--- config.mk ---
export PLATFORM = sky130hd
export DESIGN_NAME = tcm_timer16
export DESIGN_NICKNAME = d
export VERILOG_FILES = /design/src/tcm_timer16.v
export VERILOG_INCLUDE_DIRS = /design/src
export SDC_FILE = /design/constraint.sdc
export NUM_CORES = 1
export LEC_CHECK = 0
export BUFFER_PORTS_ARGS = -buffer_cell sky130_fd_sc_hd__buf_2
export CORE_ASPECT_RATIO = 0.9
export CORE_MARGIN = 4
export CORE_UTILIZATION = 50
export DETAILED_ROUTE_END_ITERATION = 8
export PLACE_DENSITY_LB_ADDON = 0.2
export SLEW_MARGIN = 20
export SYNTH_ARGS = -nofsm -noshare
export SYNTH_HDL_FRONTEND = slang
export SYNTH_SLANG_ARGS = --single-unit
--- constraint.sdc ---
create_clock -name pclk -period 4.6 [get_ports pclk]
set_input_delay 0.69 -clock pclk [delete_from_list [all_inputs] [get_ports pclk]]
set_output_delay 0.69 -clock pclk [all_outputs]
set_load 0.01 [all_outputs]
--- src/tcm_consts.vh ---
// Purpose: constants for the 16-bit timer compare/output block
// Assumes: APB slave, 32-bit data, one word per register
// Notes: offsets and bit positions below are all named here
//
// Overview of operation
// count write blocks next tick's compare matches
// written count equal TOP loses TOP match
// output bit kept across waveform changes
// action select unbuffered, used at next match
// reset clears the output bits
// nonzero action select overrides port value
// action select never touches capture
// action zero leaves output unchanged
// force strobe applies action in non-PWM
// only waveform select chooses counting
// mode 0 counts up, wraps at max
// normal mode overflow when count becomes zero
// overflow flag sticky, cleared by software
// clear-on-match mode clears at A or capture
// unbuffered TOP below count runs to wrap
// TOP reach sets A or capture flag
// action 1 toggles output on match
// tick prescale 1, 8, 64, 256, 1024
// clear-on-match overflow only at max wrap
// modes 5,6,7,14,15 are fast PWM
// non-inverting PWM clears at match, sets bottom
// software sets output before pin direction
// match flag set one tick after equality
// forced match sets no flag, no clear
// compare buffered only in PWM modes
// fast PWM TOP fixed or capture or A
// counting only on tick, writes any time
`ifndef TCM_CONSTS_VH
`define TCM_CONSTS_VH

`define TCM_ADDR_W 8
`define TCM_OFS_CTRL 8'h00
`define TCM_OFS_COUNT 8'h04
`define TCM_OFS_CMPA 8'h08
`define TCM_OFS_CMPB 8'h0c
`define TCM_OFS_CAPT 8'h10
`define TCM_OFS_FLAGS 8'h14
`define TCM_OFS_PORT 8'h18

// control register fields
`define TCM_CTRL_WGM_LSB 0
`define TCM_CTRL_WGM_MSB 3
`define TCM_CTRL_CSA_LSB 4
`define TCM_CTRL_CSA_MSB 5
`define TCM_CTRL_CSB_LSB 6
`define TCM_CTRL_CSB_MSB 7
`define TCM_CTRL_PRE_LSB 8
`define TCM_CTRL_PRE_MSB 10
`define TCM_CTRL_FOCA 11
`define TCM_CTRL_FOCB 12

// flag register bits (write one to clear)
`define TCM_FLAG_OVF 0
`define TCM_FLAG_MA 1
`define TCM_FLAG_MB 2
`define TCM_FLAG_CAP 3

// port register bits
`define TCM_PORT_VAL_A 0
`define TCM_PORT_VAL_B 1
`define TCM_PORT_DIR_A 2
`define TCM_PORT_DIR_B 3
`define TCM_PORT_OUT_A 4
`define TCM_PORT_OUT_B 5

// waveform select codes
`define TCM_WGM_NORMAL 4'h0
`define TCM_WGM_CTC_A 4'h4
`define TCM_WGM_FP8 4'h5
`define TCM_WGM_FP9 4'h6
`define TCM_WGM_FP10 4'h7
`define TCM_WGM_CTC_CAP 4'hc
`define TCM_WGM_FP_CAP 4'he
`define TCM_WGM_FP_A 4'hf

// output action codes
`define TCM_COM_NONE 2'h0
`define TCM_COM_TOGGLE 2'h1
`define TCM_COM_CLEAR 2'h2
`define TCM_COM_SET 2'h3

// prescale select codes
`define TCM_PRE_STOP 3'h0
`define TCM_PRE_DIV1 3'h1
`define TCM_PRE_DIV8 3'h2
`define TCM_PRE_DIV64 3'h3
`define TCM_PRE_DIV256 3'h4
`define TCM_PRE_DIV1024 3'h5
`define TCM_PRE_TAP8 10'h007
`define TCM_PRE_TAP64 10'h03f
`define TCM_PRE_TAP256 10'h0ff
`define TCM_PRE_TAP1024 10'h3ff

`define TCM_MAX 16'hffff
`define TCM_BOTTOM 16'h0000
`define TCM_TOP8 16'h00ff
`define TCM_TOP9 16'h01ff
`define TCM_TOP10 16'h03ff

`endif

--- src/tcm_timer16.v ---
// Purpose: 16-bit timer with normal, clear-on-match and fast PWM modes
// Assumes: APB slave on pclk; always ready, no wait states
// Notes: two compare channels, A and B, each with an output bit
`timescale 1ns/1ps
`default_nettype none
`include "tcm_consts.vh"

module tcm_timer16 (
    input wire pclk,
    input wire presetn,
    input wire psel,
    input wire penable,
    input wire pwrite,
    input wire [`TCM_ADDR_W-1:0] paddr,
    input wire [31:0] pwdata,
    output reg [31:0] prdata,
    output wire pready,
    output wire pslverr,
    input wire capture_event,
    input wire [15:0] capture_count_in,
    output reg compare_a_output,
    output reg compare_b_output,
    output reg pin_a_value,
    output reg pin_b_value,
    output wire output_a_pin_direction_bit,
    output wire output_b_pin_direction_bit
);

    // ------------------------
    // register state
    // ------------------------
    reg [3:0] waveform_select_q;
    reg [1:0] output_a_action_select_q;
    reg [1:0] output_b_action_select_q;
    reg [2:0] prescale_q;
    reg [15:0] timer_count_q;
    reg [15:0] compare_a_value_q;
    reg [15:0] compare_b_value_q;
    reg [15:0] compare_a_buf_q;
    reg [15:0] compare_b_buf_q;
    reg [15:0] capture_value_q;
    reg overflow_flag_q;
    reg match_a_flag_q;
    reg match_b_flag_q;
    reg capture_flag_q;
    reg [3:0] port_q;
    reg block_q;
    reg [9:0] prediv_q;
    reg [15:0] cap_sync1_q;
    reg [15:0] cap_sync2_q;
    reg capev_sync1_q;
    reg capev_sync2_q;
    reg capev_prev_q;
    reg match_a_pend_q;
    reg match_b_pend_q;

    wire wr_en = psel & penable & pwrite;
    wire wr_ctrl = wr_en && (paddr == `TCM_OFS_CTRL);
    wire wr_count = wr_en && (paddr == `TCM_OFS_COUNT);
    wire wr_cmpa = wr_en && (paddr == `TCM_OFS_CMPA);
    wire wr_cmpb = wr_en && (paddr == `TCM_OFS_CMPB);
    wire wr_capt = wr_en && (paddr == `TCM_OFS_CAPT);
    wire wr_flags = wr_en && (paddr == `TCM_OFS_FLAGS);
    wire wr_port = wr_en && (paddr == `TCM_OFS_PORT);

    assign pready = 1'b1;
    assign pslverr = 1'b0;
    assign output_a_pin_direction_bit = port_q[`TCM_PORT_DIR_A];
    assign output_b_pin_direction_bit = port_q[`TCM_PORT_DIR_B];

    // ------------------------
    // prescaler
    // ------------------------
    reg tick;
    always @* begin
        case (prescale_q)
            `TCM_PRE_DIV1: tick = 1'b1;
            `TCM_PRE_DIV8: tick = ((prediv_q & `TCM_PRE_TAP8) == `TCM_PRE_TAP8);
            `TCM_PRE_DIV64: tick = ((prediv_q & `TCM_PRE_TAP64) == `TCM_PRE_TAP64);
            `TCM_PRE_DIV256: tick = ((prediv_q & `TCM_PRE_TAP256) == `TCM_PRE_TAP256);
            `TCM_PRE_DIV1024: tick = (prediv_q == `TCM_PRE_TAP1024);
            default: tick = 1'b0;
        endcase
    end

    always @(posedge pclk or negedge presetn) begin
        if (!presetn) begin
            prediv_q <= 10'h000;
        end else begin
            prediv_q <= prediv_q + 10'h001;
        end
    end

    // ------------------------
    // mode decode
    // ------------------------
    // only the waveform select shapes counting; actions never do
    reg is_pwm;
    reg top_is_cap;
    reg top_is_a;
    reg [15:0] top;
    always @* begin
        is_pwm = 1'b0;
        top_is_cap = 1'b0;
        top_is_a = 1'b0;
        top = `TCM_MAX;
        case (waveform_select_q)
            `TCM_WGM_CTC_A: begin
                top_is_a = 1'b1;
                top = compare_a_value_q;
            end
            `TCM_WGM_CTC_CAP: begin
                top_is_cap = 1'b1;
                top = capture_value_q;
            end
            `TCM_WGM_FP8: begin
                is_pwm = 1'b1;
                top = `TCM_TOP8;
            end
            `TCM_WGM_FP9: begin
                is_pwm = 1'b1;
                top = `TCM_TOP9;
            end
            `TCM_WGM_FP10: begin
                is_pwm = 1'b1;
                top = `TCM_TOP10;
            end
            `TCM_WGM_FP_CAP: begin
                is_pwm = 1'b1;
                top_is_cap = 1'b1;
                top = capture_value_q;
            end
            `TCM_WGM_FP_A: begin
                is_pwm = 1'b1;
                top_is_a = 1'b1;
                top = compare_a_value_q;
            end
            default: begin
                top = `TCM_MAX;
            end
        endcase
    end

    wire has_top = is_pwm | top_is_a | top_is_cap;
    // blocked matches include the TOP match, so the count runs to max
    wire eq_top = has_top && (timer_count_q == top) && !block_q;
    wire eq_a = (timer_count_q == compare_a_value_q) && !block_q;
    wire eq_b = (timer_count_q == compare_b_value_q) && !block_q;
    wire at_max = (timer_count_q == `TCM_MAX);
    wire [15:0] count_inc = timer_count_q + 16'h0001;

    // ------------------------
    // counter and blocking
    // ------------------------
    always @(posedge pclk or negedge presetn) begin
        if (!presetn) begin
            timer_count_q <= `TCM_BOTTOM;
            block_q <= 1'b0;
        end else if (wr_count) begin
            timer_count_q <= pwdata[15:0];
            block_q <= 1'b1;
        end else if (tick) begin
            block_q <= 1'b0;
            if (eq_top) begin
                timer_count_q <= `TCM_BOTTOM;
            end else begin
                timer_count_q <= count_inc;
            end
        end
    end

    // ------------------------
    // compare registers
    // ------------------------
    always @(posedge pclk or negedge presetn) begin
        if (!presetn) begin
            compare_a_value_q <= 16'h0000;
            compare_b_value_q <= 16'h0000;
            compare_a_buf_q <= 16'h0000;
            compare_b_buf_q <= 16'h0000;
            capture_value_q <= 16'h0000;
        end else begin
            if (wr_cmpa) begin
                compare_a_buf_q <= pwdata[15:0];
            end
            if (wr_cmpb) begin
                compare_b_buf_q <= pwdata[15:0];
            end
            if (!is_pwm) begin
                if (wr_cmpa) begin
                    compare_a_value_q <= pwdata[15:0];
                end
                if (wr_cmpb) begin
                    compare_b_value_q <= pwdata[15:0];
                end
            end else if (tick && eq_top) begin
                compare_a_value_q <= compare_a_buf_q;
                compare_b_value_q <= compare_b_buf_q;
            end
            if (wr_capt) begin
                capture_value_q <= pwdata[15:0];
            end else if (capev_sync2_q && !capev_prev_q && !top_is_cap) begin
                capture_value_q <= cap_sync2_q;
            end
        end
    end

    // ------------------------
    // capture input crossing
    // ------------------------
    always @(posedge pclk or negedge presetn) begin
        if (!presetn) begin
            cap_sync1_q <= 16'h0000;
            cap_sync2_q <= 16'h0000;
            capev_sync1_q <= 1'b0;
            capev_sync2_q <= 1'b0;
            capev_prev_q <= 1'b0;
        end else begin
            cap_sync1_q <= capture_count_in;
            cap_sync2_q <= cap_sync1_q;
            capev_sync1_q <= capture_event;
            capev_sync2_q <= capev_sync1_q;
            capev_prev_q <= capev_sync2_q;
        end
    end

    // ------------------------
    // flags
    // ------------------------
    wire ovf_ev = tick && (has_top ? (is_pwm ? eq_top : at_max) : at_max);
    wire cap_ev = (capev_sync2_q && !capev_prev_q && !top_is_cap) ||
        (tick && top_is_cap && eq_top);
    wire ma_set = tick && match_a_pend_q;
    wire mb_set = tick && match_b_pend_q;

    always @(posedge pclk or negedge presetn) begin
        if (!presetn) begin
            overflow_flag_q <= 1'b0;
            match_a_flag_q <= 1'b0;
            match_b_flag_q <= 1'b0;
            capture_flag_q <= 1'b0;
            match_a_pend_q <= 1'b0;
            match_b_pend_q <= 1'b0;
        end else begin
            if (tick) begin
                match_a_pend_q <= eq_a;
                match_b_pend_q <= eq_b;
            end
            // set wins over a same-cycle clear
            overflow_flag_q <= ovf_ev |
                (overflow_flag_q & ~(wr_flags & pwdata[`TCM_FLAG_OVF]));
            match_a_flag_q <= ma_set | (match_a_flag_q & ~(wr_flags & pwdata[`TCM_FLAG_MA]));
            match_b_flag_q <= mb_set | (match_b_flag_q & ~(wr_flags & pwdata[`TCM_FLAG_MB]));
            capture_flag_q <= cap_ev |
                (capture_flag_q & ~(wr_flags & pwdata[`TCM_FLAG_CAP]));
        end
    end

    // ------------------------
    // output bits
    // ------------------------
    function out_next;
        input cur;
        input [1:0] act;
        input pwm;
        input match;
        input bottom;
        input force_it;
        begin
            out_next = cur;
            if (pwm) begin
                if (act == `TCM_COM_CLEAR) begin
                    if (match) out_next = 1'b0;
                    else if (bottom) out_next = 1'b1;
                end else if (act == `TCM_COM_SET) begin
                    if (match) out_next = 1'b1;
                    else if (bottom) out_next = 1'b0;
                end else if (act == `TCM_COM_TOGGLE) begin
                    if (match) out_next = ~cur;
                end
            end else if (match || force_it) begin
                case (act)
                    `TCM_COM_TOGGLE: out_next = ~cur;
                    `TCM_COM_CLEAR: out_next = 1'b0;
                    `TCM_COM_SET: out_next = 1'b1;
                    default: out_next = cur;
                endcase
            end
        end
    endfunction

    // toggle in PWM only meaningful on channel A with top from A
    wire pwm_tog_a = (waveform_select_q == `TCM_WGM_FP_A);
    wire bottom_ev = tick && eq_top;
    wire foc_a = wr_ctrl && pwdata[`TCM_CTRL_FOCA] && !is_pwm;
    wire foc_b = wr_ctrl && pwdata[`TCM_CTRL_FOCB] && !is_pwm;
    wire [1:0] act_b_eff = (is_pwm && output_b_action_select_q == `TCM_COM_TOGGLE) ?
        `TCM_COM_NONE : output_b_action_select_q;
    wire [1:0] act_a_eff = (is_pwm && !pwm_tog_a &&
        output_a_action_select_q == `TCM_COM_TOGGLE) ? `TCM_COM_NONE : output_a_action_select_q;

    always @(posedge pclk or negedge presetn) begin
        if (!presetn) begin
            compare_a_output <= 1'b0;
            compare_b_output <= 1'b0;
        end else begin
            compare_a_output <= out_next(compare_a_output, act_a_eff, is_pwm,
                tick && eq_a, bottom_ev, foc_a);
            compare_b_output <= out_next(compare_b_output, act_b_eff, is_pwm,
                tick && eq_b, bottom_ev, foc_b);
        end
    end

    // ------------------------
    // pin value mux
    // ------------------------
    // direction still gates the pin outside; pad logic not here
    always @(posedge pclk or negedge presetn) begin
        if (!presetn) begin
            pin_a_value <= 1'b0;
            pin_b_value <= 1'b0;
        end else begin
            pin_a_value <= (output_a_action_select_q != `TCM_COM_NONE) ?
                compare_a_output : port_q[`TCM_PORT_VAL_A];
            pin_b_value <= (output_b_action_select_q != `TCM_COM_NONE) ?
                compare_b_output : port_q[`TCM_PORT_VAL_B];
        end
    end

    // ------------------------
    // control and port registers
    // ------------------------
    always @(posedge pclk or negedge presetn) begin
        if (!presetn) begin
            waveform_select_q <= `TCM_WGM_NORMAL;
            output_a_action_select_q <= `TCM_COM_NONE;
            output_b_action_select_q <= `TCM_COM_NONE;
            prescale_q <= `TCM_PRE_STOP;
            port_q <= 4'h0;
        end else begin
            if (wr_ctrl) begin
                waveform_select_q <= pwdata[`TCM_CTRL_WGM_MSB:`TCM_CTRL_WGM_LSB];
                output_a_action_select_q <= pwdata[`TCM_CTRL_CSA_MSB:`TCM_CTRL_CSA_LSB];
                output_b_action_select_q <= pwdata[`TCM_CTRL_CSB_MSB:`TCM_CTRL_CSB_LSB];
                prescale_q <= pwdata[`TCM_CTRL_PRE_MSB:`TCM_CTRL_PRE_LSB];
            end
            if (wr_port) begin
                port_q <= pwdata[3:0];
            end
        end
    end

    // ------------------------
    // read data
    // ------------------------
    always @* begin
        prdata = 32'h0000_0000;
        if (psel && !pwrite) begin
            case (paddr)
                `TCM_OFS_CTRL: prdata = {21'h000000, prescale_q, output_b_action_select_q,
                    output_a_action_select_q, waveform_select_q};
                `TCM_OFS_COUNT: prdata = {16'h0000, timer_count_q};
                `TCM_OFS_CMPA: prdata = {16'h0000, is_pwm ? compare_a_buf_q : compare_a_value_q};
                `TCM_OFS_CMPB: prdata = {16'h0000, is_pwm ? compare_b_buf_q : compare_b_value_q};
                `TCM_OFS_CAPT: prdata = {16'h0000, capture_value_q};
                `TCM_OFS_FLAGS: prdata = {28'h0000000, capture_flag_q, match_b_flag_q,
                    match_a_flag_q, overflow_flag_q};
                `TCM_OFS_PORT: prdata = {26'h0000000, compare_b_output, compare_a_output,
                    port_q};
                default: prdata = 32'h0000_0000;
            endcase
        end
    end

endmodule
`default_nettype wire

==> impl_metrics.csv <==
group,metric,value,unit
global_route,antenna_found_initial,0,
floorplan,die_h,138,um
sta,min_period,4180,ps
global_route,grt.overflow.total,0,
sta,fin_worst_skew,8.96,ps
sta,rsz0062_at_grt,"no",
worst_setup_path,rr_worst_depth,9,
power_and_ir_drop,switchingPower,0.980,mW
clocking,cts_num_sinks,167,
sta,max_freq,239,MHz
floorplan,initial_core_util,0.509,
worst_setup_path,cp_data_arrival_time,3490,ps
route,post_drt_via_cell_ratio,6.04,
status,outcome,"completed",
global_route,grt_first_pass_wirelength,41.7,mm
floorplan,coreArea,18300,sq um
clocking,cts-root-buf,"clkbuf_16",
clocking,clkLatencyLatePin,430,ps
synth,synth_edf_count,0,
worst_setup_path,cp-end-kind,"primary output",
global_route,first_global_vias,7227,
sta,drv_slew,0,
floorplan,fp.dieW,152,um
clocking,cts.reportedPaths.clkPinSlew,70,ps
sta,fin_setup_tns,0,ps
global_route,gr-usage-all-layers,0.257,
power_and_ir_drop,power.leakage,4.81,nW
clocking,cts_setup_buffers,0,
final_layout,final_layout_size_suffix_gt1_frac,0.205,
power_and_ir_drop,netSwitchingFraction,0.281,
placed_design,io_buffers,67,
synth,ys.flop_type,"dfrtp_1",
power_and_ir_drop,intPower,2.51,mW
clocking,cts_made_buffers,17,
synth,ys_types,69,
synth,syn-cell-area,9340,sq um
route,totalWireLength,26.6,mm
floorplan,die_area,20900,sq um
synth,synth.top_cell.area_share,0.447,
placed_design,pre_cts_ws,869,ps
sta,setup_ws,419,ps
synth,yosysMostFrequentCell,"dfrtp_1",
final_layout,syn2layout_area_growth,11.8,%
worst_setup_path,critPathLaunchType,"register",
worst_setup_path,path_class,"register to primary output",
synth,avgSynthCellArea,9.69,sq um
sta,slew-limit-headroom,0.309,
clocking,clockBufferDepth,2,
sta,finalCritPeriodShare,0.909,
route,wl_per_cell,21.1,um
synth,ys_seq_area_frac,0.447,
route,dr.pass1.iters,6,
power_and_ir_drop,pwr_density_cell,334,nW/um^2
hold_path,holdCritPathClass,"primary input to asynchronous set/reset pin",
worst_setup_path,critPathRequiredTime,3910,ps
route,vias,7623,
clocking,h-tree-depth,4,
sta,hold_viol,0,
final_layout,final_nets,1069,
synth,synth_top_cell_by_area,"dfrtp_1",
worst_setup_path,worstPathMaxFanout,34,
sta,worst_slew_pin_slew,1030,ps
clocking,cts_resized,0,
floorplan,io_pins,102,
route,antenna_left,0,
power_and_ir_drop,comb_power_share,0.103,
sta,setup_viol,0,
floorplan,std_cell_rows,47,
synth,synthTopCellsByArea,"dfrtp_1, mux2_2, nand2_1",
placed_design,dp_hpwl,18.9,mm
job,maxCapViolations,0,
global_route,grt_max_degree,107,
route,drc,0,
synth,netlist_instances,964,
power_and_ir_drop,p_seq_frac,0.482,
clocking,hold_buffers,0,
power_and_ir_drop,power.clock.fraction,0.415,
route,drtIter0Drc,822,
clocking,cts_tree,"done",
synth,yosysWarnings,0,
synth,ys_seq_elements,167,
placed_design,gp_congestion,0.968,
synth,async_flop_share,1.00,
synth,netlist_top_cells_count,"dfrtp_1, nand2_1, a21oi_1",
power_and_ir_drop,ir_worst_vdd,0.280,mV
final_layout,diodes,0,
-- sequential cells by signal, summed over array words and instances, names as in the netlist, 2 cells and up --
| name | flops |
|---|---|
| compare_b_buf_q | 16 |
| prediv_q | 10 |
| capture_value_q | 16 |
| port_q | 4 |
| compare_b_value_q | 16 |
| compare_a_value_q | 16 |
| compare_a_buf_q | 16 |
| waveform_select_q | 4 |
| output_b_action_select_q | 2 |
| timer_count_q | 16 |
| cap_sync2_q | 16 |
| prescale_q | 3 |
| output_a_action_select_q | 2 |
| cap_sync1_q | 16 |
-- worst paths after layout --
path                                             startpoint                                to  slack, ps
hold / removal                                      presetn    compare_a_buf_q[9]$_DFFE_PN0P_        220
hold reg to reg                    cap_sync1_q[6]$_DFF_PN0_          cap_sync2_q[6]$_DFF_PN0_        350
max in group asynchronous                           presetn    capture_value_q[4]$_DFFE_PN0P_       3660
min in group pclk                  cap_sync1_q[6]$_DFF_PN0_          cap_sync2_q[6]$_DFF_PN0_        350
setup reg to reg           waveform_select_q[3]$_DFFE_PN0P_  compare_a_value_q[5]$_DFFE_PN0P_        830
setup / recovery           waveform_select_q[0]$_DFFE_PN0P_                        prdata[11]        420
-- logic make-up after synthesis --
group	share of synthesized area
simple gates	0.174
compound gates	0.145
flops	0.447
buf+inv	0.0567
mux	0.126
xor+xnor	0.0459
fa+ha+maj	0.00402
other cells	0.000804
-- power groups by stage --
stage / clock, mW / sequential (mW) / combinational (mW)
global placement: 0 / 1.70 / 0.348
detailed placement: 0 / 1.70 / 0.352
floorplan: 0 / 1.60 / 0.297
CTS: 1.48 / 1.67 / 0.355
global route: 1.54 / 1.69 / 0.399
finish: 1.45 / 1.68 / 0.360
-- worst max-delay path: stages (launching register included) --
cell and delay, ps:
dfrtp_1 800, buf_4 340, inv_1 170, nor2_1 270
o21a_1 150, buf_4 380, nand2_1 150, a21boi_0 150
o22ai_1 250, a221oi_1 140, nor2_1 110, buf_2 140
-- cell type report --
cell class	instances	area, sq um
clock buffers	18	429
repair buffers	94	581
well taps	245	307
multi-input cells	706	4710
fillers	1654	7910
inverters	18	67.6
flip-flops and latches	167	4180
clock inverters	14	165
-- layer usage --
| metal | vias to the layer above | GRT usage | share of wire |
|---|---|---|---|
| li1 | 3494 | - | - |
| met1 | 3738 | 0.380 | 0.45 |
| met2 | 357 | 0.392 | 0.44 |
| met3 | 34 | 0.0474 | 0.091 |
| met4 | 0 | 0.0639 | 0.016 |
| met5 | - | 0 | 0 |
-- cell usage in the layout, fill, tap and decap left out, types with 6 or more instances in the layout --
cell type / count
a211oi_1: 6
nand2b_1: 12
xnor2_1: 9
buf_4: 24
o21ai_1: 9
nor3_1: 20
conb_1: 18
o221ai_1: 7
xor2_1: 40
nor4_1: 13
inv_1: 18
mux2_4: 20
a31oi_1: 8
buf_2: 66
a21oi_1: 74
mux2_2: 49
mux2_1: 12
nand2_1: 146
a21boi_0: 12
mux2i_1: 19
clkbuf_16: 17
nand4_1: 8
dfrtp_1: 167
nand3_1: 18
a221oi_1: 8
a22oi_1: 22
or4_1: 6
nor2_1: 45
nand4b_1: 8
o21ai_0: 24
-- metrics by stage --
| step | instance area (sq um) | instances | hold WS, ps | total power, mW | utilization |
|---|---|---|---|---|---|
| after global routing | 10400 | 1262 | 254 | 3.63 | 0.569 |
| after detailed placement | 9810 | 1228 | 335 | 2.05 | 0.535 |
| after floorplan | 9400 | 980 | 331 | 1.90 | - |
| after global placement | 9810 | 1228 | 332 | 2.05 | 0.535 |
| after CTS | 10400 | 1260 | 347 | 3.50 | 0.567 |
| final | 10400 | 1262 | 219 | 3.49 | 0.569 |
Note: power is estimated with default switching activity, not from simulation.
